## config.mk

```make
export PLATFORM = sky130hd
export DESIGN_NAME = pgr_regs
export DESIGN_NICKNAME = d
export VERILOG_FILES = /design/src/shared/pgr_pkg.sv /design/src/design/pgr_regs.sv
export VERILOG_INCLUDE_DIRS = /design/src /design/src/shared
export SDC_FILE = /design/constraint.sdc
export NUM_CORES = 1
export LEC_CHECK = 0
export BUFFER_PORTS_ARGS = -buffer_cell sky130_fd_sc_hd__buf_2
export CORE_ASPECT_RATIO = 0.75
export CORE_UTILIZATION = 60
export DETAILED_ROUTE_END_ITERATION = 12
export GPL_ROUTABILITY_DRIVEN = 0
export PLACE_DENSITY = 0.83
export SKIP_LAST_GASP = 1
export SLEW_MARGIN = 5
export SYNTH_ARGS = -nofsm -noshare
export SYNTH_HDL_FRONTEND = slang
export SYNTH_SLANG_ARGS = --single-unit
```

## constraint.sdc

```tcl
create_clock -name i_clock -period 4.2 [get_ports i_clock]
set_input_delay 0.21 -clock i_clock [delete_from_list [all_inputs] [get_ports i_clock]]
set_output_delay 0.21 -clock i_clock [all_outputs]
set_load 0.05 [all_outputs]
```

## src/shared/pgr_params.svh

```systemverilog
// Register offsets, field positions, reset values and timing counts for the phone gain and driver status bank
`ifndef PGR_PARAMS_SVH
`define PGR_PARAMS_SVH
`define PGR_ADDR_W          8
`define PGR_OFF_GAIN        8'h24
`define PGR_OFF_DRV         8'h25
`define PGR_OFF_IRQ_STAT    8'h30
`define PGR_OFF_IRQ_EN      8'h31
`define PGR_OFF_IRQ_CLR     8'h32
`define PGR_GAIN_WR_MASK    16'h3fff
`define PGR_DRV_WR_MASK     16'h03f0
`define PGR_GAIN_RESET      16'h0000
`define PGR_DRV_CTL_RESET   16'h0000
`define PGR_DRV_DOWN_RESET  6'h3f
`define PGR_NOISE_BIT       14
`define PGR_CLK_MHZ         100
`define PGR_ATTACK_MS0      8
`define PGR_ATTACK_MS1      11
`define PGR_ATTACK_MS2      16
`define PGR_ATTACK_MS3      20
`define PGR_DECAY_MS_MIN    10
`define PGR_DECAY_MS0       100
`define PGR_DECAY_MS1       200
`define PGR_DECAY_MS2       400
`define PGR_DECAY_MS3       500
`define PGR_SEQ_SHORT_MS    802
`define PGR_SEQ_LONG_MS     4006
`endif

```

## src/shared/pgr_pkg.sv

```systemverilog
// Types for the phone gain and driver status bank
package pgr_pkg;
	typedef struct packed {
		logic       reserved;
		logic [2:0] noise_threshold;
		logic [1:0] hysteresis;
		logic       clip_stepping;
		logic [2:0] target_level;
		logic [3:0] attack_decay_select;
		logic       loop_enable;
	} pgr_gain_ctl_t;

	typedef struct packed {
		logic       headphone_pop_reduction;
		logic       buzzer_input_route_n;
		logic       speaker_two_to_buzzer_route;
		logic       speaker_one_to_buzzer_route;
		logic       pop_sequence_disable;
		logic       pop_sequence_duration;
	} pgr_drv_ctl_t;

	typedef struct packed {
		logic [2:0] noise_threshold;
		logic [1:0] hysteresis;
		logic       clip_stepping;
		logic [2:0] target_level;
		logic       loop_enable;
		logic [1:0] attack_select;
		logic [2:0] decay_select;
	} pgr_loop_cfg_t;

	typedef enum logic [2:0] {
		PGR_SEQ_IDLE = 3'b001,
		PGR_SEQ_RUN  = 3'b010,
		PGR_SEQ_DONE = 3'b100
	} pgr_seq_state_t;
endpackage : pgr_pkg

```

## src/design/pgr_regs.sv

```systemverilog
// Phone gain loop control register and driver power status register with interrupt logic
//
// The implementer's own choice: the plain strobed port.
`timescale 1ns/1ps
`include "pgr_params.svh"

module pgr_regs #(
	parameter int unsigned SEQ_SHORT_CYCLES = `PGR_SEQ_SHORT_MS * 1000 * `PGR_CLK_MHZ,
	parameter int unsigned SEQ_LONG_CYCLES  = `PGR_SEQ_LONG_MS * 1000 * `PGR_CLK_MHZ
) (
	input  wire logic                   i_clock,
	input  wire logic                   i_rst_n,
	input  wire logic [`PGR_ADDR_W-1:0] i_addr,
	input  wire logic [15:0]            i_wdata,
	input  wire logic                   i_wr,
	input  wire logic                   i_rd,
	output logic      [15:0]            o_rdata,
	input  wire logic                   i_phone_below_noise,
	input  wire logic [5:0]             i_driver_down,
	input  wire logic                   i_short_detected,
	input  wire logic                   i_speaker_cap_mode,
	input  wire logic                   i_seq_start,
	output pgr_pkg::pgr_loop_cfg_t      o_loop_cfg,
	output pgr_pkg::pgr_drv_ctl_t       o_drv_ctl,
	output logic                        o_seq_active,
	output logic                        o_irq
);
	localparam int unsigned IRQ_W = 3;

	// Two-flop synchronisers for the analog status levels
	logic [8:0] sync1_reg;
	logic [8:0] sync2_reg;
	wire  [8:0] async_in = {i_speaker_cap_mode, i_short_detected, i_driver_down, i_phone_below_noise};
	always_ff @(posedge i_clock or negedge i_rst_n)
	begin
		if (!i_rst_n)
		begin
			sync1_reg <= 9'h07e;
			sync2_reg <= 9'h07e;
		end
		else
		begin
			sync1_reg <= async_in;
			sync2_reg <= sync1_reg;
		end
	end

	wire       below_noise = sync2_reg[0];
	wire [5:0] driver_down = sync2_reg[6:1];
	wire       short_det   = sync2_reg[7];
	wire       cap_mode    = sync2_reg[8];
	logic      seq_start_d_reg;
	logic      seq_req_reg;
	logic      seq_pin_reg;
	logic      seq_sync1_reg;
	logic      seq_sync2_reg;
	wire       seq_go      = seq_req_reg & ~seq_start_d_reg;

	// Address decode
	wire sel_gain = (i_addr == `PGR_OFF_GAIN);
	wire sel_drv  = (i_addr == `PGR_OFF_DRV);
	wire sel_ist  = (i_addr == `PGR_OFF_IRQ_STAT);
	wire sel_ien  = (i_addr == `PGR_OFF_IRQ_EN);
	wire sel_icl  = (i_addr == `PGR_OFF_IRQ_CLR);

	// Control storage
	logic [15:0] gain_reg;
	logic [15:0] drv_ctl_reg;
	wire  [15:0] gain_next = i_wdata & `PGR_GAIN_WR_MASK & ~(16'h1 << `PGR_NOISE_BIT);
	wire  [15:0] drv_next  = i_wdata & `PGR_DRV_WR_MASK;
	always_ff @(posedge i_clock or negedge i_rst_n)
	begin
		if (!i_rst_n)
		begin
			gain_reg    <= `PGR_GAIN_RESET;
			drv_ctl_reg <= `PGR_DRV_CTL_RESET;
		end
		else
		begin
			if (i_wr && sel_gain)
				gain_reg <= gain_next;
			if (i_wr && sel_drv)
				drv_ctl_reg <= drv_next;
		end
	end

	pgr_pkg::pgr_gain_ctl_t gain_f;
	assign gain_f = pgr_pkg::pgr_gain_ctl_t'(gain_reg);

	// Noise flag only meaningful while the loop runs
	wire noise_flag = below_noise & gain_f.loop_enable;

	// Driver flags hold their last value while a short is reported
	logic [5:0] drv_down_reg;
	always_ff @(posedge i_clock or negedge i_rst_n)
	begin
		if (!i_rst_n)
			drv_down_reg <= `PGR_DRV_DOWN_RESET;
		else if (!short_det)
			drv_down_reg <= driver_down;
	end

	// Pop sequencing timer
	wire        seq_enable = ~drv_ctl_reg[5];
	wire [31:0] seq_len    = (cap_mode && drv_ctl_reg[4]) ? SEQ_LONG_CYCLES : SEQ_SHORT_CYCLES;
	pgr_pkg::pgr_seq_state_t seq_state_reg;
	pgr_pkg::pgr_seq_state_t seq_state_next;
	logic [31:0] seq_cnt_reg;
	logic        seq_done_pulse;
	always_comb
	begin
		seq_state_next = seq_state_reg;
		seq_done_pulse = 1'b0;
		case (seq_state_reg)
			pgr_pkg::PGR_SEQ_IDLE:
				if (seq_go && seq_enable)
					seq_state_next = pgr_pkg::PGR_SEQ_RUN;
			pgr_pkg::PGR_SEQ_RUN:
				if (!seq_enable)
					seq_state_next = pgr_pkg::PGR_SEQ_IDLE;
				else if (seq_cnt_reg >= seq_len - 32'd1)
					seq_state_next = pgr_pkg::PGR_SEQ_DONE;
			pgr_pkg::PGR_SEQ_DONE:
			begin
				seq_done_pulse = 1'b1;
				seq_state_next = pgr_pkg::PGR_SEQ_IDLE;
			end
			default:
				seq_state_next = pgr_pkg::PGR_SEQ_IDLE;
		endcase
	end

	always_ff @(posedge i_clock or negedge i_rst_n)
	begin
		if (!i_rst_n)
		begin
			seq_state_reg   <= pgr_pkg::PGR_SEQ_IDLE;
			seq_cnt_reg     <= 32'h0;
			seq_req_reg     <= 1'b0;
			seq_start_d_reg <= 1'b0;
		end
		else
		begin
			seq_state_reg   <= seq_state_next;
			seq_cnt_reg     <= (seq_state_reg == pgr_pkg::PGR_SEQ_RUN) ? seq_cnt_reg + 32'd1 : 32'h0;
			seq_req_reg     <= seq_pin_reg;
			seq_start_d_reg <= seq_req_reg;
		end
	end

	// Interrupt sources: noise flag rise, any driver flag change, sequencing done
	logic       noise_d_reg;
	wire  [2:0] irq_event = {seq_done_pulse, drv_down_reg != driver_down && !short_det, noise_flag & ~noise_d_reg};
	logic [IRQ_W-1:0] irq_stat_reg;
	logic [IRQ_W-1:0] irq_en_reg;
	wire  [IRQ_W-1:0] irq_clr = (i_wr && sel_icl) ? i_wdata[IRQ_W-1:0] : '0;
	always_ff @(posedge i_clock or negedge i_rst_n)
	begin
		if (!i_rst_n)
		begin
			noise_d_reg  <= 1'b0;
			irq_stat_reg <= '0;
			irq_en_reg   <= '0;
		end
		else
		begin
			noise_d_reg  <= noise_flag;
			irq_stat_reg <= (irq_stat_reg & ~irq_clr) | irq_event;
			if (i_wr && sel_ien)
				irq_en_reg <= i_wdata[IRQ_W-1:0];
		end
	end

	// Read mux
	wire [15:0] gain_rd = {1'b0, noise_flag, gain_reg[13:0]};
	wire [15:0] drv_rd  = {drv_down_reg, drv_ctl_reg[9:4], 4'h0};
	wire [15:0] rd_mux  = sel_gain ? gain_rd :
	                      sel_drv  ? drv_rd :
	                      sel_ist  ? {13'h0, irq_stat_reg} :
	                      sel_ien  ? {13'h0, irq_en_reg} : 16'h0;

	// Decoded loop configuration
	pgr_pkg::pgr_loop_cfg_t cfg_next;
	always_comb
	begin
		cfg_next.noise_threshold = gain_f.noise_threshold;
		cfg_next.hysteresis      = gain_f.hysteresis;
		cfg_next.clip_stepping   = gain_f.clip_stepping;
		cfg_next.target_level    = gain_f.target_level;
		cfg_next.loop_enable     = gain_f.loop_enable;
		cfg_next.attack_select   = gain_f.attack_decay_select[1:0];
		// Decay code 0 is the 10 ms special case, 1..4 map 100..500 ms
		cfg_next.decay_select    = (gain_f.attack_decay_select == 4'h0) ? 3'h0
		                           : {1'b0, gain_f.attack_decay_select[3:2]} + 3'h1;
	end

	pgr_pkg::pgr_drv_ctl_t drv_f;
	assign drv_f = pgr_pkg::pgr_drv_ctl_t'(drv_ctl_reg[9:4]);

	always_ff @(posedge i_clock or negedge i_rst_n)
	begin
		if (!i_rst_n)
		begin
			o_rdata      <= 16'h0;
			o_loop_cfg   <= '0;
			o_drv_ctl    <= '0;
			o_seq_active <= 1'b0;
			o_irq        <= 1'b0;
		end
		else
		begin
			o_rdata      <= i_rd ? rd_mux : 16'h0;
			o_loop_cfg   <= cfg_next;
			o_drv_ctl    <= drv_f;
			o_seq_active <= (seq_state_next == pgr_pkg::PGR_SEQ_RUN);
			o_irq        <= |((irq_stat_reg & ~irq_clr | irq_event) & irq_en_reg);
		end
	end

	always_ff @(posedge i_clock or negedge i_rst_n)
	begin
		if (!i_rst_n)
			seq_pin_reg <= 1'b0;
		else
			seq_pin_reg <= seq_sync2_reg;
	end
	always_ff @(posedge i_clock or negedge i_rst_n)
	begin
		if (!i_rst_n)
		begin
			seq_sync1_reg <= 1'b0;
			seq_sync2_reg <= 1'b0;
		end
		else
		begin
			seq_sync1_reg <= i_seq_start;
			seq_sync2_reg <= seq_sync1_reg;
		end
	end

	// Assertions
	property p_noise_gated;
		@(posedge i_clock) disable iff (!i_rst_n)
		(i_rd && sel_gain && !gain_reg[0]) |=> (o_rdata[14] == 1'b0);
	endproperty
	a_noise_gated: assert property (p_noise_gated) else $error("noise flag set while loop off");

	property p_reserved_zero;
		@(posedge i_clock) disable iff (!i_rst_n)
		(i_rd && (sel_gain || sel_drv)) |=> (o_rdata[15] == 1'b0 || $past(sel_drv)) && (!$past(sel_drv) || o_rdata[3:0] == 4'h0);
	endproperty
	a_reserved_zero: assert property (p_reserved_zero) else $error("reserved bit read nonzero");

	property p_ro_ignored;
		@(posedge i_clock) disable iff (!i_rst_n)
		(i_wr && sel_gain) |=> (gain_reg[14] == 1'b0 && gain_reg[15] == 1'b0);
	endproperty
	a_ro_ignored: assert property (p_ro_ignored) else $error("read-only bit stored");

	property p_drv_hold;
		@(posedge i_clock) disable iff (!i_rst_n)
		short_det |=> $stable(drv_down_reg);
	endproperty
	a_drv_hold: assert property (p_drv_hold) else $error("driver flags changed during short");

	property p_seq_skip;
		@(posedge i_clock) disable iff (!i_rst_n)
		drv_ctl_reg[5] |=> !o_seq_active;
	endproperty
	a_seq_skip: assert property (p_seq_skip) else $error("sequencing ran while disabled");

	property p_gain_write;
		@(posedge i_clock) disable iff (!i_rst_n)
		(i_wr && sel_gain) ##1 1'b1 |=> (o_loop_cfg.loop_enable == $past(i_wdata[0], 2));
	endproperty
	a_gain_write: assert property (p_gain_write) else $error("enable not forwarded");

	property p_drv_route;
		@(posedge i_clock) disable iff (!i_rst_n)
		(i_wr && sel_drv) ##1 1'b1 |=> (o_drv_ctl.buzzer_input_route_n == $past(i_wdata[8], 2));
	endproperty
	a_drv_route: assert property (p_drv_route) else $error("buzzer route not forwarded");

	property p_decay_min;
		@(posedge i_clock) disable iff (!i_rst_n)
		(gain_reg[4:1] == 4'h0) |=> (o_loop_cfg.decay_select == 3'h0);
	endproperty
	a_decay_min: assert property (p_decay_min) else $error("short decay not selected");

	property p_irq_off;
		@(posedge i_clock) disable iff (!i_rst_n)
		(irq_en_reg == '0) |=> !o_irq;
	endproperty
	a_irq_off: assert property (p_irq_off) else $error("interrupt raised while all sources masked");

	property p_rdata_idle;
		@(posedge i_clock) disable iff (!i_rst_n)
		!i_rd |=> (o_rdata == 16'h0);
	endproperty
	a_rdata_idle: assert property (p_rdata_idle) else $error("read data present without read strobe");

	property p_drv_low_zero;
		@(posedge i_clock) disable iff (!i_rst_n)
		(i_rd && sel_drv) |=> (o_rdata[3:0] == 4'h0);
	endproperty
	a_drv_low_zero: assert property (p_drv_low_zero) else $error("driver reserved bits nonzero");

	property p_noise_read;
		@(posedge i_clock) disable iff (!i_rst_n)
		(i_rd && sel_gain) |=> (o_rdata[14] == $past(noise_flag));
	endproperty
	a_noise_read: assert property (p_noise_read) else $error("noise flag read wrong");

	property p_drv_flags_read;
		@(posedge i_clock) disable iff (!i_rst_n)
		(i_rd && sel_drv) |=> (o_rdata[15:10] == $past(drv_down_reg));
	endproperty
	a_drv_flags_read: assert property (p_drv_flags_read) else $error("driver flags read wrong");

	property p_seq_start;
		@(posedge i_clock) disable iff (!i_rst_n)
		(seq_go && seq_enable && seq_state_reg == pgr_pkg::PGR_SEQ_IDLE) |=> o_seq_active;
	endproperty
	a_seq_start: assert property (p_seq_start) else $error("sequencing did not start");

	property p_clip_write;
		@(posedge i_clock) disable iff (!i_rst_n)
		(i_wr && sel_gain) ##1 1'b1 |=> (o_loop_cfg.clip_stepping == $past(i_wdata[8], 2));
	endproperty
	a_clip_write: assert property (p_clip_write) else $error("clip stepping not forwarded");

	property p_pop_write;
		@(posedge i_clock) disable iff (!i_rst_n)
		(i_wr && sel_drv) ##1 1'b1 |=> (o_drv_ctl.headphone_pop_reduction == $past(i_wdata[9], 2));
	endproperty
	a_pop_write: assert property (p_pop_write) else $error("pop reduction not forwarded");

	property p_spk_route;
		@(posedge i_clock) disable iff (!i_rst_n)
		(i_wr && sel_drv) ##1 1'b1 |=> ({o_drv_ctl.speaker_two_to_buzzer_route, o_drv_ctl.speaker_one_to_buzzer_route}
		                                == $past(i_wdata[7:6], 2));
	endproperty
	a_spk_route: assert property (p_spk_route) else $error("speaker route not forwarded");

	property p_set_wins;
		@(posedge i_clock) disable iff (!i_rst_n)
		(|irq_event) |=> ((irq_stat_reg & $past(irq_event)) == $past(irq_event));
	endproperty
	a_set_wins: assert property (p_set_wins) else $error("interrupt event lost");

	property p_ro_drv;
		@(posedge i_clock) disable iff (!i_rst_n)
		(i_wr && sel_drv) |=> (drv_ctl_reg[3:0] == 4'h0 && drv_ctl_reg[15:10] == 6'h00);
	endproperty
	a_ro_drv: assert property (p_ro_drv) else $error("driver read-only bits stored");
endmodule : pgr_regs

```

Word level (Yosys, flattened, before mapping)
Index checks and enable logic that the tools add are counted.
- register bits after elaboration: 130
- input port bits: 38
- add/subtract/negate cells: 3
- order comparisons: 1
- equality and inequality tests: 10
- mux-type cells: 14
- bitwise logic cells: 10
- reductions and logical operators: 10
- operators with widths (kind ; number):
    16-bit 2-to-1 mux ; 3
    8-bit by 6-bit == test with 1-bit output, second input constant ; 5
    32-bit by 1-bit adder with 32-bit output, second input constant ; 1
    32-bit greater-or-equal comparator ; 1
    32-bit 2-to-1 mux ; 1
    29-bit by 1-bit subtractor with 30-bit output, second input constant ; 1
    29-bit 2-to-1 mux ; 1
    3-bit 2-to-1 mux ; 7
    1-bit logical AND ; 7
    3-bit bitwise AND ; 2
    3-bit by 2-bit == test with 1-bit output, second input constant ; 2
    6-bit inequality test ; 1
    3-bit one-hot mux with 2 select lines ; 1
    4-bit logical NOT ; 1
    2-bit by 1-bit adder with 3-bit output, second input constant ; 1
    1-bit bitwise AND ; 3
    3-bit by 1-bit == test with 1-bit output, second input constant ; 1
    3-bit == test, second input constant ; 1
    1-bit NOT ; 3
    3-bit NOT ; 1
    3-bit bitwise OR ; 1
    3-bit OR reduction ; 1
    1-bit logical NOT ; 1
    1-bit 2-to-1 mux ; 1

Logic depth before layout (Yosys ltp)
Gate-level depths: netlist of the first run.
- word-level depth: 8
- depth in mapped cells: 8
- mapped depth without buffers: 8

Least setup slack after synthesis of the first run
Ideal clock, no wire load.
- path kind: register to register
- from: reg drv_ctl_reg[4]
- to: reg o_seq_active
- arrival: 2335 ps
- path slack: 1801 ps
- cell stages (with the launch flop): 9
- buffers on the path: 0
- clock period less this slack: 2399 ps
- path through: dfrtp_1 > and2_1 > inv_1 > ha_1 > o21a_1 > a311o_1 > a2111oi_0 > nor3b_1 > a21bo_2
- cells in the longest elaborated chain, start to end: 8
- ends and longest elaborated chain (element ; RTL line ; RTL):
    from (decl) ; pgr_regs.sv:68 ; logic [15:0] drv_ctl_reg;
    from (signal assigned) ; pgr_regs.sv:76 ; drv_ctl_reg <= `PGR_DRV_CTL_RESET;
    from (signal assigned) ; pgr_regs.sv:83 ; drv_ctl_reg <= drv_next;
    1-bit logical AND ; pgr_regs.sv:105 ; wire [31:0] seq_len = (cap_mode && drv_ctl_reg[4]) ? SEQ_LONG_CYCLES : SEQ_SHORT_CYCLES;
    29-bit 2-to-1 mux ; pgr_regs.sv:105 ;
    29-bit by 1-bit subtractor with 30-bit output ; pgr_regs.sv:121 ; else if (seq_cnt_reg >= seq_len - 32'd1)
    32-bit greater-or-equal comparator ; pgr_regs.sv:121 ;
    3-bit 2-to-1 mux ; pgr_regs.sv:121 ;
    3-bit 2-to-1 mux ; pgr_regs.sv:119 ; if (!seq_enable)
    3-bit one-hot mux with 2 select lines ; pgr_regs.sv:114 ; case (seq_state_reg)
    3-bit by 2-bit == test with 1-bit output ; pgr_regs.sv:215 ; o_seq_active <= (seq_state_next == pgr_pkg::PGR_SEQ_RUN);
    to (signal assigned) ; pgr_regs.sv:215 ;
    to (decl) ; pgr_regs.sv:25 ; output logic o_seq_active,
No other way between the ends.
A chain may end at the register's enable or synchronous reset.

Final worst setup path of the first run
Ends and elaborated chain as after synthesis.

==> metrics.csv, run 1 <==
stage;metric;value;unit
floorplan;core;8490;um^2
global_route;grt_usage;0.274;
sta;slew_headroom;0.448;
yosys;synth-seq-cells;130;
yosys;synthAdderAreaFrac;0.0261;
floorplan;fp.dieH;83.1;um
yosys;synth_cells;420;
critical_path;rrSetupSlack;1.32;ns
drt;wl;11200;um
sta;period_needed;2.88;ns
yosys;yosysUniqueCellTypes;46;
placement;dp_slack;1.45;ns
clock_tree;ctsHtreeMaxLevel;4;
yosys;syn_nets;469;
final_layout;final_cell_count_no_fill;632;
drt;viasPerCell;5.74;
global_route;grt_pass1_vias;3713;
flow_run;cap_viol_max_count;0;
drt;routedWlPerCell;17.7;um
yosys;synth-simple-area-share;0.148;
critical_path;setup.worst_path.class;reg -> reg;
critical_path;crit_end;o_seq_active;
drt;drt-initial-drc-count;245;
critical_path;r2r-end;o_seq_active;
placement;portBuffers;74;
critical_path;critPathSlowestCell;a2111oi_0;
critical_path;r2r_cells;8;
sta;drv_slew;0;
critical_path;critPathTopFamily;compound AO/OA/AOI/OAI gates;
power_and_ir_drop;power;2.91;mW
sta;tightestPinTransition;0.826;ns
yosys;yosysMostFrequentCell;dfrtp_1;
yosys;synthXorXnorAreaFrac;0.0549;
clock_tree;clk_path_buf_depth;2;
critical_path;crit_start;drv_ctl_reg[4];
drt;ant_nets;0;
clock_tree;cts_sinks;130;
clock_tree;cts-root-buf;clkbuf_16;
critical_path;worstPathRequired;4.55;ns
final_layout;largest_reg_flops;32;
yosys;synth_compound_area_frac;0.0620;
sta;finalCritPeriodShare;0.686;
yosys;synth_area_leaders;dfrtp_1 (53%), dfstp_2 (9.5%), mux2_2 (6.6%);
floorplan;placementRows;29;
drt;vias;3630;
yosys;ys_seq_area_frac;0.623;
yosys;synth-edff-count;0;
final_layout;layout.nets;560;
yosys;synth.cell_area;5260;um^2
power_and_ir_drop;p_per_area;453;nW/um^2
yosys;netlist_top_cells_count;dfrtp_1 (111), nor2_1 (33), mux2_2 (31), xnor2_1 (22);
clock_tree;clkLatencyLatePin;0.41;ns
sta;tns;0;ns
yosys;syn_avg_cell_area;12.5;um^2
yosys;synth_top_family_by_area;simple AND/OR/NAND/NOR gates;
clock_tree;numCtsBuffers;17;
critical_path;cp_cell_sequence;and2_1 > inv_1 > ha_1 > o21a_1 > a311o_1 > a2111oi_0 > nor3b_1 > a21bo_2;
drt;drc;0;
sta;timing.final.hold_violations;0;
drt;drt-pass1-iter-count;5;
power_and_ir_drop;vdd_ir_drop_max;387;uV
critical_path;path_depth;8;
placement;dpl.hpwl;7050;um
clock_tree;cts_tree;done;
yosys;ys_warn_count;0;
final_layout;drive_gt1_frac;0.313;
critical_path;r2r-start;drv_ctl_reg[4];
clock_tree;clkTransAtPathRegs;0.06;ns
power_and_ir_drop;p_leak;3.02;nW
global_route;grt_start_max_net_pins;59;
yosys;async_flop_share;1.00;
floorplan;die_w;110;um
floorplan;io_pins;77;
critical_path;end_kind;flop;
global_route;grt-ovfl-total;0;
sta;finalWorstSetupSlack;1.32;ns
critical_path;critical-path-max-stage-delay;0.57;ns
global_route;antenna_found_initial;0;
sta;fin_skew;0.00528;ns
critical_path;crit_fanout;11;
sta;clock.fmax;347;MHz
sta;rsz0062_at_grt;false;
yosys;synth.area.mux_share;0.0663;
global_route;grt_pass1_wl;18400;um
floorplan;initial_utilization;0.620;
critical_path;crit_arrival;3.23;ns
yosys;ys.flop_type;dfrtp_1;
final_layout;final_core_util;0.756;
yosys;yosys.area.top_type_share;0.528;
final_layout;areaGrowthSynthToFinish;21.9;%
critical_path;critPathLaunchType;flop;
yosys;yosysTopAreaCell;dfrtp_1;
worst_hold_path;hp-class;in -> reg;
placement;placed_cells;589;
sta;setup_viol;0;
run_status;outcome;finished clean;
final_layout;diodes;0;
critical_path;critPathBufInv;1;
floorplan;dieArea;9160;um^2
-- where the power goes --
group	switching, mW	internal [mW]
Sequential	0.0284	1.31
Combinational	0.110	0.0597
Clock	0.555	0.849
-- cells by family (layout without fill, tap and decap cells) --
| family | Yosys count | after routing |
|---|---|---|
| xor+xnor | 33 | 33 |
| flops | 130 | 130 |
| mux | 31 | 31 |
| fa+ha+maj | 11 | 11 |
| buf+inv | 27 | 131 |
| compound gates | 46 | 46 |
| simple gates | 142 | 142 |
-- metal layers --
layer | GRT usage | up-vias | share of wire | wire (um)
met5 | 0 | - | 0 | 0
met4 | 0.103 | 0 | 0.019 | 210
met3 | 0.0863 | 22 | 0.052 | 581
met2 | 0.428 | 123 | 0.49 | 5530
met1 | 0.360 | 1825 | 0.44 | 4890
li1 | - | 1660 | - | -
-- cell usage in the layout, fill, tap and decap left out, types with 3 or more instances in the layout --
| cell | synthesis | final |
|---|---|---|
| mux2_2 | 31 | 31 |
| nor3b_1 | 3 | 3 |
| a21oi_1 | 6 | 6 |
| buf_4 | 0 | 4 |
| and2_1 | 6 | 6 |
| or3_1 | 5 | 5 |
| dfstp_2 | 19 | 19 |
| nor3_1 | 7 | 7 |
| nor4_1 | 10 | 10 |
| dfrtp_1 | 111 | 111 |
| nor2b_1 | 16 | 16 |
| inv_1 | 11 | 11 |
| nand4_1 | 11 | 11 |
| inv_4 | 0 | 4 |
| and3_1 | 6 | 6 |
| ha_1 | 11 | 11 |
| o21ai_0 | 10 | 10 |
| nand3_1 | 11 | 11 |
| and4_1 | 4 | 4 |
| clkbuf_16 | 0 | 19 |
| inv_6 | 0 | 5 |
| buf_2 | 3 | 73 |
| xor2_1 | 11 | 11 |
| dlygate4sd3_1 | 0 | 11 |
| a22oi_1 | 13 | 13 |
| nor2_1 | 33 | 33 |
| xnor2_1 | 22 | 22 |
| nand2_1 | 19 | 19 |
-- how the worst min path moves through the flow --
stage / from / to / slack (ns) / cells past startpoint
final: i_wdata[3] / gain_reg[3] / 0.03 / 2
after CTS: i_wdata[3] / gain_reg[3] / 0.02 / 2
after detailed placement: i_rst_n / o_rdata[6] / 0.30 / 1
after global routing: i_wdata[3] / gain_reg[3] / 0.03 / 2
after global placement: i_rst_n / o_loop_cfg[7] / 0.29 / 1
after floorplan: i_rst_n / drv_ctl_reg[4] / -0.09 / 0
-- per-stage QoR --
step | hold WS (ns) | cell area (um^2)
after global routing | 0.0314 | 6420
after floorplan | -0.0856 | 5260
after detailed placement | 0.304 | 5730
final | 0.0326 | 6420
after global placement | 0.295 | 5730
after CTS | 0.0202 | 6420
-- repair_timing --
| action | CTS | global route |
|---|---|---|
| resized for setup | 0 | 0 |
| hold buffers | 11 | 0 |
| setup buffers | 0 | 0 |
| endpoints found under the hold margin | 59 | 0 |
-- area by class of cell --
cell class                 count  area (um^2)
multi-input combinational    263         1880
timing repair buffer          88          505
fill                         519         2070
sequential                   130         3280
clock buffer                  20          489
inverter                      11         41.3
tap                          108          135
clock inverter                12         87.6
(Power assumes the default switching activity.)
==> run 2, diff against run 1 <==
ABC_AREA = 1   (was default)
CORE_UTILIZATION = 57   (was 60)
PLACE_DENSITY = 0.79   (was 0.83)
clock period = 2.8 ns   (was 4.2 ns; I/O delays follow)
==> run 2 against run 1 <==
Effect of this change:
- combinational power up 110%
- register-to-register slack worse by 0.65 ns
- hold slack worse by 0.019 ns
- critical path depth up 5
- utilization down 3.1 points
- flip-flop and latch count unchanged
- design area up 9.1%
==> metrics.csv, run 2 <==
stage;metric;value;unit;change
final_layout;mostFrequentLayoutCell;nand2_1;;was dfrtp_1
yosys;synth.cell_area;5680;um^2;was 5260 um^2
floorplan;initial_utilization;0.589;;was 0.620
sta;slew_headroom;0.525;;was 0.448
sta;period_needed;2.13;ns;was 2.88 ns
critical_path;cp_cell_sequence;nand2_1 > ha_1 > inv_1 > nor2_1 > nand2_1 > inv_1 > nand2_1 > nand2_1 > nand2_1 > nand2_1 > nand2_1 > nand3_1 > nand2_1;;was and2_1 > inv_1 > ha_1 > o21a_1 > a311o_1 > a2111oi_0 > nor3b_1 > a21bo_2
critical_path;crit_arrival;2.45;ns;was 3.23 ns
critical_path;critPathSlowestCell;dfrtp_1;;was a2111oi_0
placement;portBuffers;74;;unchanged
critical_path;worstPathRequired;3.11;ns;was 4.55 ns
sta;timing.final.hold_violations;0;;unchanged
clock_tree;cts_sinks;130;;unchanged
yosys;netlist_top_cells_count;nand2_1 (168), dfrtp_1 (111), nor2_1 (68), inv_1 (58), nand3_1 (37);;was dfrtp_1 (111), nor2_1 (33), mux2_2 (31), xnor2_1 (22)
power_and_ir_drop;vdd_ir_drop_max;531;uV;was 387 uV
floorplan;dieArea;10400;um^2;was 9160 um^2
sta;clock.fmax;469;MHz;was 347 MHz
yosys;syn_avg_cell_area;9.15;um^2;was 12.5 um^2
floorplan;fp.dieH;88.5;um;was 83.1 um
flow_run;cap_viol_max_count;0;;unchanged
global_route;grt_usage;0.287;;was 0.274
run_status;outcome;finished clean;;unchanged
yosys;synthAdderAreaFrac;0.0242;;was 0.0261
yosys;ys.flop_type;dfrtp_1;;unchanged
critical_path;critical-path-max-stage-delay;0.47;ns;was 0.57 ns
power_and_ir_drop;p_leak;3.43;nW;was 3.02 nW
yosys;synth_compound_area_frac;0.0621;;was 0.0620
yosys;yosysTopAreaCell;dfrtp_1;;unchanged
clock_tree;clkLatencyLatePin;0.42;ns;was 0.41 ns
placement;dp_slack;0.753;ns;was 1.45 ns
clock_tree;holdBufCountCts;22;;was 11
floorplan;placementRows;31;;was 29
final_layout;design_area;7000;um^2;was 6420 um^2
sta;rsz0062_at_grt;false;;unchanged
clock_tree;ctsResizeCount;0;;unchanged
drt;drt-pass1-iter-count;5;;unchanged
yosys;synth-seq-cells;130;;unchanged
drt;wl;13500;um;was 11200 um
clock_tree;clkTransAtPathRegs;0.06;ns;about the same
global_route;antenna_found_initial;0;;unchanged
critical_path;rrSetupSlack;0.67;ns;was 1.32 ns
critical_path;setup.worst_path.class;reg -> reg;;unchanged
yosys;ys_warn_count;0;;unchanged
final_layout;final_core_util;0.725;;was 0.756
sta;finalCritPeriodShare;0.762;;was 0.686
sta;whs;0.0133;ns;was 0.0326 ns
floorplan;die_w;117;um;was 110 um
final_layout;diodes;0;;unchanged
yosys;yosysMostFrequentCell;nand2_1;;was dfrtp_1
global_route;grt_pass1_wl;22300;um;was 18400 um
sta;fin_skew;0.00818;ns;was 0.00528 ns
placement;dpl.hpwl;9080;um;was 7050 um
clock_tree;post_cts_buffers;0;;unchanged
sta;setup_viol;0;;unchanged
floorplan;core;9660;um^2;was 8490 um^2
drt;routedWlPerCell;15.5;um;was 17.7 um
drt;viasPerCell;5.37;;was 5.74
sta;tightestPinTransition;0.712;ns;was 0.826 ns
yosys;ys_seq_area_frac;0.576;;was 0.623
yosys;yosys.area.top_type_share;0.489;;was 0.528
critical_path;critPathLaunchType;flop;;unchanged
yosys;synth-edff-count;0;;unchanged
critical_path;critPathTopFamily;simple AND/OR/NAND/NOR gates;;was compound AO/OA/AOI/OAI gates
floorplan;io_pins;77;;unchanged
clock_tree;ctsHtreeMaxLevel;4;;unchanged
yosys;synthXorXnorAreaFrac;0.0293;;was 0.0549
drt;ant_nets;0;;unchanged
yosys;synth_top_family_by_area;simple AND/OR/NAND/NOR gates;;unchanged
yosys;syn_nets;670;;was 469
clock_tree;cts-root-buf;clkbuf_16;;unchanged
final_layout;drive_gt1_frac;0.220;;was 0.313
yosys;synth_area_leaders;dfrtp_1 (49%), nand2_1 (11%), dfstp_2 (8.8%);;was dfrtp_1 (53%), dfstp_2 (9.5%), mux2_2 (6.6%)
clock_tree;clk_path_buf_depth;2;;unchanged
worst_hold_path;hp-class;in -> reg;;unchanged
critical_path;crit_fanout;12;;was 11
drt;drc;0;;unchanged
yosys;synth_cells;621;;was 420
sta;drv_slew;0;;unchanged
yosys;async_flop_share;1.00;;unchanged
yosys;yosysUniqueCellTypes;37;;was 46
final_layout;final_cell_count_no_fill;874;;was 632
yosys;synth-simple-area-share;0.252;;was 0.148
sta;tns;0;ns;unchanged
global_route;grt_start_max_net_pins;72;;was 59
critical_path;critPathBufInv;2;;was 1
global_route;grt-ovfl-total;0;;unchanged
drt;drt-initial-drc-count;567;;was 245
power_and_ir_drop;p_per_area;653;nW/um^2;was 453 nW/um^2
final_layout;layout.nets;778;;was 560
critical_path;crit_top_cell;nand2_1;;
final_layout;areaGrowthSynthToFinish;23.2;%;was 21.9%
global_route;grt_pass1_vias;4623;;was 3713
drt;vias;4691;;was 3630
power_and_ir_drop;power;4.57;mW;was 2.91 mW
placement;placed_cells;820;;was 589
placement;place_area;6190;um^2;was 5730 um^2
sta;finalWorstSetupSlack;0.666;ns;was 1.32 ns
final_layout;layout_common_cells;nand2_1 (168), dfrtp_1 (111), buf_2 (73), nor2_1 (68), inv_1 (58);;was dfrtp_1 (111), buf_2 (73), nor2_1 (33), mux2_2 (31), xnor2_1 (22)
yosys;synth.area.mux_share;0;;was 0.0663
clock_tree;cts_tree;done;;unchanged
final_layout;largest_reg_flops;32;;unchanged
critical_path;end_kind;flop;;unchanged
clock_tree;numCtsBuffers;17;;unchanged
[run 2: power breakdown]
| part | internal (mW) | leakage [nW] | switching [mW] |
|---|---|---|---|
| sequential | 1.98 | 1.69 | 0.0554 |
| clock | 1.26 | 0.288 | 0.911 |
| combinational | 0.108 | 1.45 | 0.256 |
[run 2: cells by family (layout without fill, tap and decap cells)]
logic type | count (synthesis) | after routing
AO/OA/AOI/OAI | 64 | 64
XOR/XNOR | 19 | 19
adder cells (fa/ha/maj) | 11 | 11
buffers and inverters | 76 | 197
flip-flops | 130 | 130
AND/OR/NAND/NOR | 321 | 321
[run 2: layout make-up]
class / count / area (um^2)
sequential: 130 / 3280
fill: 672 / 2660
multi-input combinational: 415 / 2090
timing repair buffer: 101 / 643
clock buffer: 17 / 425
inverter: 64 / 240
tap: 132 / 165
clock inverter: 15 / 161
[run 2: worst paths after layout]
path                                      from               end  cells past startpoint
worst min-delay path                i_wdata[5]    drv_ctl_reg[5]                      3
worst min register to register   seq_sync1_reg     seq_sync2_reg                      0
min in group asynchronous              i_rst_n    o_loop_cfg[13]                      2
worst max-delay path            drv_ctl_reg[4]  seq_state_reg[1]                     13
max in group asynchronous              i_rst_n   seq_cnt_reg[15]                      3
worst max register to register  drv_ctl_reg[4]  seq_state_reg[1]                     13
[run 2: tightest hold or removal path, cell delays in order]
cell and delay, ns:
buf_2 0.11, inv_1 0.08, o21ai_2 0.07
[run 2: metal layers]
| layer | track usage | part of all wire | vias up | routed length (um) |
|---|---|---|---|---|
| met5 | 0 | 0 | - | 0 |
| met3 | 0.0851 | 0.077 | 29 | 1040 |
| met1 | 0.379 | 0.44 | 2239 | 5910 |
| met4 | 0.104 | 0.017 | 0 | 232 |
| met2 | 0.457 | 0.47 | 211 | 6350 |
| li1 | - | - | 2212 | - |
==> run 3, diff against run 2 <==
clock period = 2 ns   (was 2.8 ns; I/O delays follow)
==> run 3 against run 2 <==
Effect of this change:
- utilization rose by 1.6 points
- design area rose by 2.2%
- global-route usage rose by 0.29 points
- critical path depth fell by 5
- setup slack got worse by 0.44 ns
- critical endpoint is now seq_cnt_reg[30]
- largest cell class unchanged
- first-iteration DRC count fell by 21%
- sequential share of layout area fell by 0.99 points
- register-to-register slack got worse by 0.44 ns
==> metrics.csv, run 3 (synthesis gave the netlist of run 2 again) <==
stage;metric;value;unit;change
floorplan;placementRows;31;;unchanged
clock_tree;cts_sinks;130;;unchanged
clock_tree;clk_path_buf_depth;2;;unchanged
clock_tree;ctsHtreeMaxLevel;4;;unchanged
power_and_ir_drop;power.share.sequential;0.419;;was 0.444
final_layout;multi_input_area;2100;um^2;was 2090 um^2
drt;drc;0;;unchanged
clock_tree;cts-root-buf;clkbuf_16;;unchanged
critical_path;worstPathRequired;2.27;ns;was 3.11 ns
final_layout;final_cell_count_no_fill;882;;was 874
final_layout;areaGrowthSynthToFinish;25.8;%;was 23.2%
final_layout;drive_gt1_frac;0.223;;was 0.220
drt;drt-pass1-iter-count;6;;was 5
critical_path;critPathLaunchType;flop;;unchanged
floorplan;initial_utilization;0.589;;unchanged
sta;setup_viol;0;;unchanged
floorplan;fp.dieH;88.5;um;unchanged
final_layout;n_fill_cell;656;;was 672
clock_tree;cts_tree;done;;unchanged
critical_path;end_kind;flop;;unchanged
run_status;outcome;finished clean;;unchanged
sta;slew_headroom;0.511;;was 0.525
clock_tree;numCtsBuffers;17;;unchanged
drt;routedWlPerCell;15.6;um;was 15.5 um
power_and_ir_drop;p_sw_frac;0.233;;was 0.267
flow_run;cap_viol_max_count;0;;unchanged
global_route;grt_pass1_wl;22500;um;was 22300 um
final_layout;diodes;0;;unchanged
placement;portBuffers;74;;unchanged
global_route;antenna_found_initial;0;;unchanged
final_layout;layout_common_cells;nand2_1 (167), dfrtp_1 (111), buf_2 (73), nor2_1 (68), inv_1 (58);;was nand2_1 (168), dfrtp_1 (111), buf_2 (73), nor2_1 (68), inv_1 (58)
global_route;grt_pass1_vias;4715;;was 4623
floorplan;core;9660;um^2;unchanged
drt;viasPerCell;5.38;;was 5.37
placement;placed_cells;824;;was 820
critical_path;crit_arrival;2.04;ns;was 2.45 ns
power_and_ir_drop;power_switching;1.59;mW;was 1.22 mW
sta;timing.final.hold_violations;0;;unchanged
global_route;grt-ovfl-total;0;;unchanged
sta;period_needed;1.77;ns;was 2.13 ns
global_route;grt_start_max_net_pins;49;;was 72
final_layout;layout.nets;786;;was 778
placement;dpl.hpwl;9150;um;was 9080 um
power_and_ir_drop;vdd_ir_drop_max;616;uV;was 531 uV
clock_tree;clkLatencyLatePin;0.42;ns;about the same
drt;drt-initial-drc-count;446;;was 567
floorplan;dieArea;10400;um^2;unchanged
critical_path;crit_fanout;7;;was 12
floorplan;die_w;117;um;unchanged
sta;fin_skew;0.00741;ns;was 0.00818 ns
floorplan;io_pins;77;;unchanged
sta;drv_slew;0;;unchanged
power_and_ir_drop;p_clk_frac;0.505;;was 0.476
drt;vias;4748;;was 4691
sta;tns;0;ns;unchanged
critical_path;setup.worst_path.class;reg -> reg;;unchanged
power_and_ir_drop;internal_power;5.21;mW;was 3.35 mW
power_and_ir_drop;power_frac_comb;0.076;;was 0.080
sta;rsz0062_at_grt;false;;unchanged
power_and_ir_drop;p_leak;3.50;nW;was 3.43 nW
final_layout;mostFrequentLayoutCell;nand2_1;;unchanged
clock_tree;clkTransAtPathRegs;0.06;ns;about the same
drt;wl;13700;um;was 13500 um
worst_hold_path;hp-class;in -> reg;;unchanged
clock_tree;post_cts_buffers;0;;unchanged
sta;clock.fmax;565;MHz;was 469 MHz
final_layout;largest_reg_flops;32;;unchanged
drt;ant_nets;0;;unchanged
final_layout;seqCellArea;3280;um^2;unchanged
power_and_ir_drop;p_per_area;950;nW/um^2;was 653 nW/um^2
sta;tightestPinTransition;0.733;ns;was 0.712 ns
global_route;grt_usage;0.290;;was 0.287
sta;finalCritPeriodShare;0.885;;was 0.762
[run 3: changes by cell type in the layout (fill, tap and decap cells not counted), sizes merged]
| cell | previous run | this run |
|---|---|---|
| dlygate4sd3 | 22 | 26 |
| buf | 79 | 83 |
| inv | 75 | 66 |
| bufinv | 1 | 5 |
| clkinvlp | 1 | 3 |
| clkbuf | 17 | 20 |
[run 3: worst max-delay path: stages, from the launching register on]
cell	delay, ns
dfrtp_1	0.37
ha_1	0.18
nand2_1	0.10
nor2_4	0.20
nand3_1	0.24
nor2_1	0.22
nand2_1	0.10
xor2_1	0.16
nor2_1	0.06
[run 3: power by group through the flow]
stage / sequential, mW / combinational (mW) / clock [mW]
after global routing: 2.86 / 0.569 / 3.57
after CTS: 2.84 / 0.519 / 3.46
after global placement: 2.88 / 0.460 / 0
after floorplan: 2.97 / 0.181 / 0
after detailed placement: 2.88 / 0.472 / 0
final: 2.85 / 0.519 / 3.43
[run 3: repair_timing]
item                                   4_1_cts  5_1_grt
hold buffers                                26        0
setup endpoints to repair                    0        3
endpoints found under the hold margin       60        0
resized for setup                            0        2
[run 3: layout make-up]
| cell class | instances | share of cell area |
|---|---|---|
| clock inverters | 12 | 0.0285 |
| flip-flops and latches | 130 | 0.458 |
| well taps | 132 | 0.0231 |
| clock buffers | 20 | 0.0638 |
| multi-input cells | 415 | 0.293 |
| inverters | 64 | 0.0336 |
| repair buffers | 109 | 0.0997 |
[run 3: metrics by stage]
| stage | hold WS [ns] | setup slack (ns) | area [um^2] | total power [mW] | utilization |
|---|---|---|---|---|---|
| global route | 0.0301 | 0.0392 | 7150 | 6.99 | 0.741 |
| global placement | 0.120 | 0.190 | 6220 | 3.34 | 0.645 |
| CTS | 0.0186 | 0.0771 | 7150 | 6.83 | 0.740 |
| floorplan | -0.196 | 0.318 | 5680 | 3.16 | - |
| finish | 0.0235 | 0.230 | 7150 | 6.80 | 0.741 |
| detailed placement | 0.123 | 0.116 | 6220 | 3.36 | 0.645 |
[run 3: worst paths after layout]
check	slack [ns]	to	from	depth (start not counted)
max reg2reg	0.23	seq_cnt_reg[30]	seq_cnt_reg[0]	8
min in group asynchronous	0.21	gain_reg[12]	i_rst_n	2
min reg2reg	0.35	sync2_reg[7]	sync1_reg[7]	0
max	0.23	seq_cnt_reg[30]	seq_cnt_reg[0]	8
max in group asynchronous	1.01	sync1_reg[1]	i_rst_n	3
min	0.02	gain_reg[10]	i_wr	3
[run 3: metal layers]
layer | global-route usage | routed length (um) | vias to the layer above | share of wire
met5 | 0 | 0 | - | 0
met4 | 0.155 | 392 | 0 | 0.029
met3 | 0.0715 | 1160 | 49 | 0.084
met2 | 0.465 | 6340 | 229 | 0.46
met1 | 0.372 | 5850 | 2244 | 0.43
li1 | - | - | 2226 | -
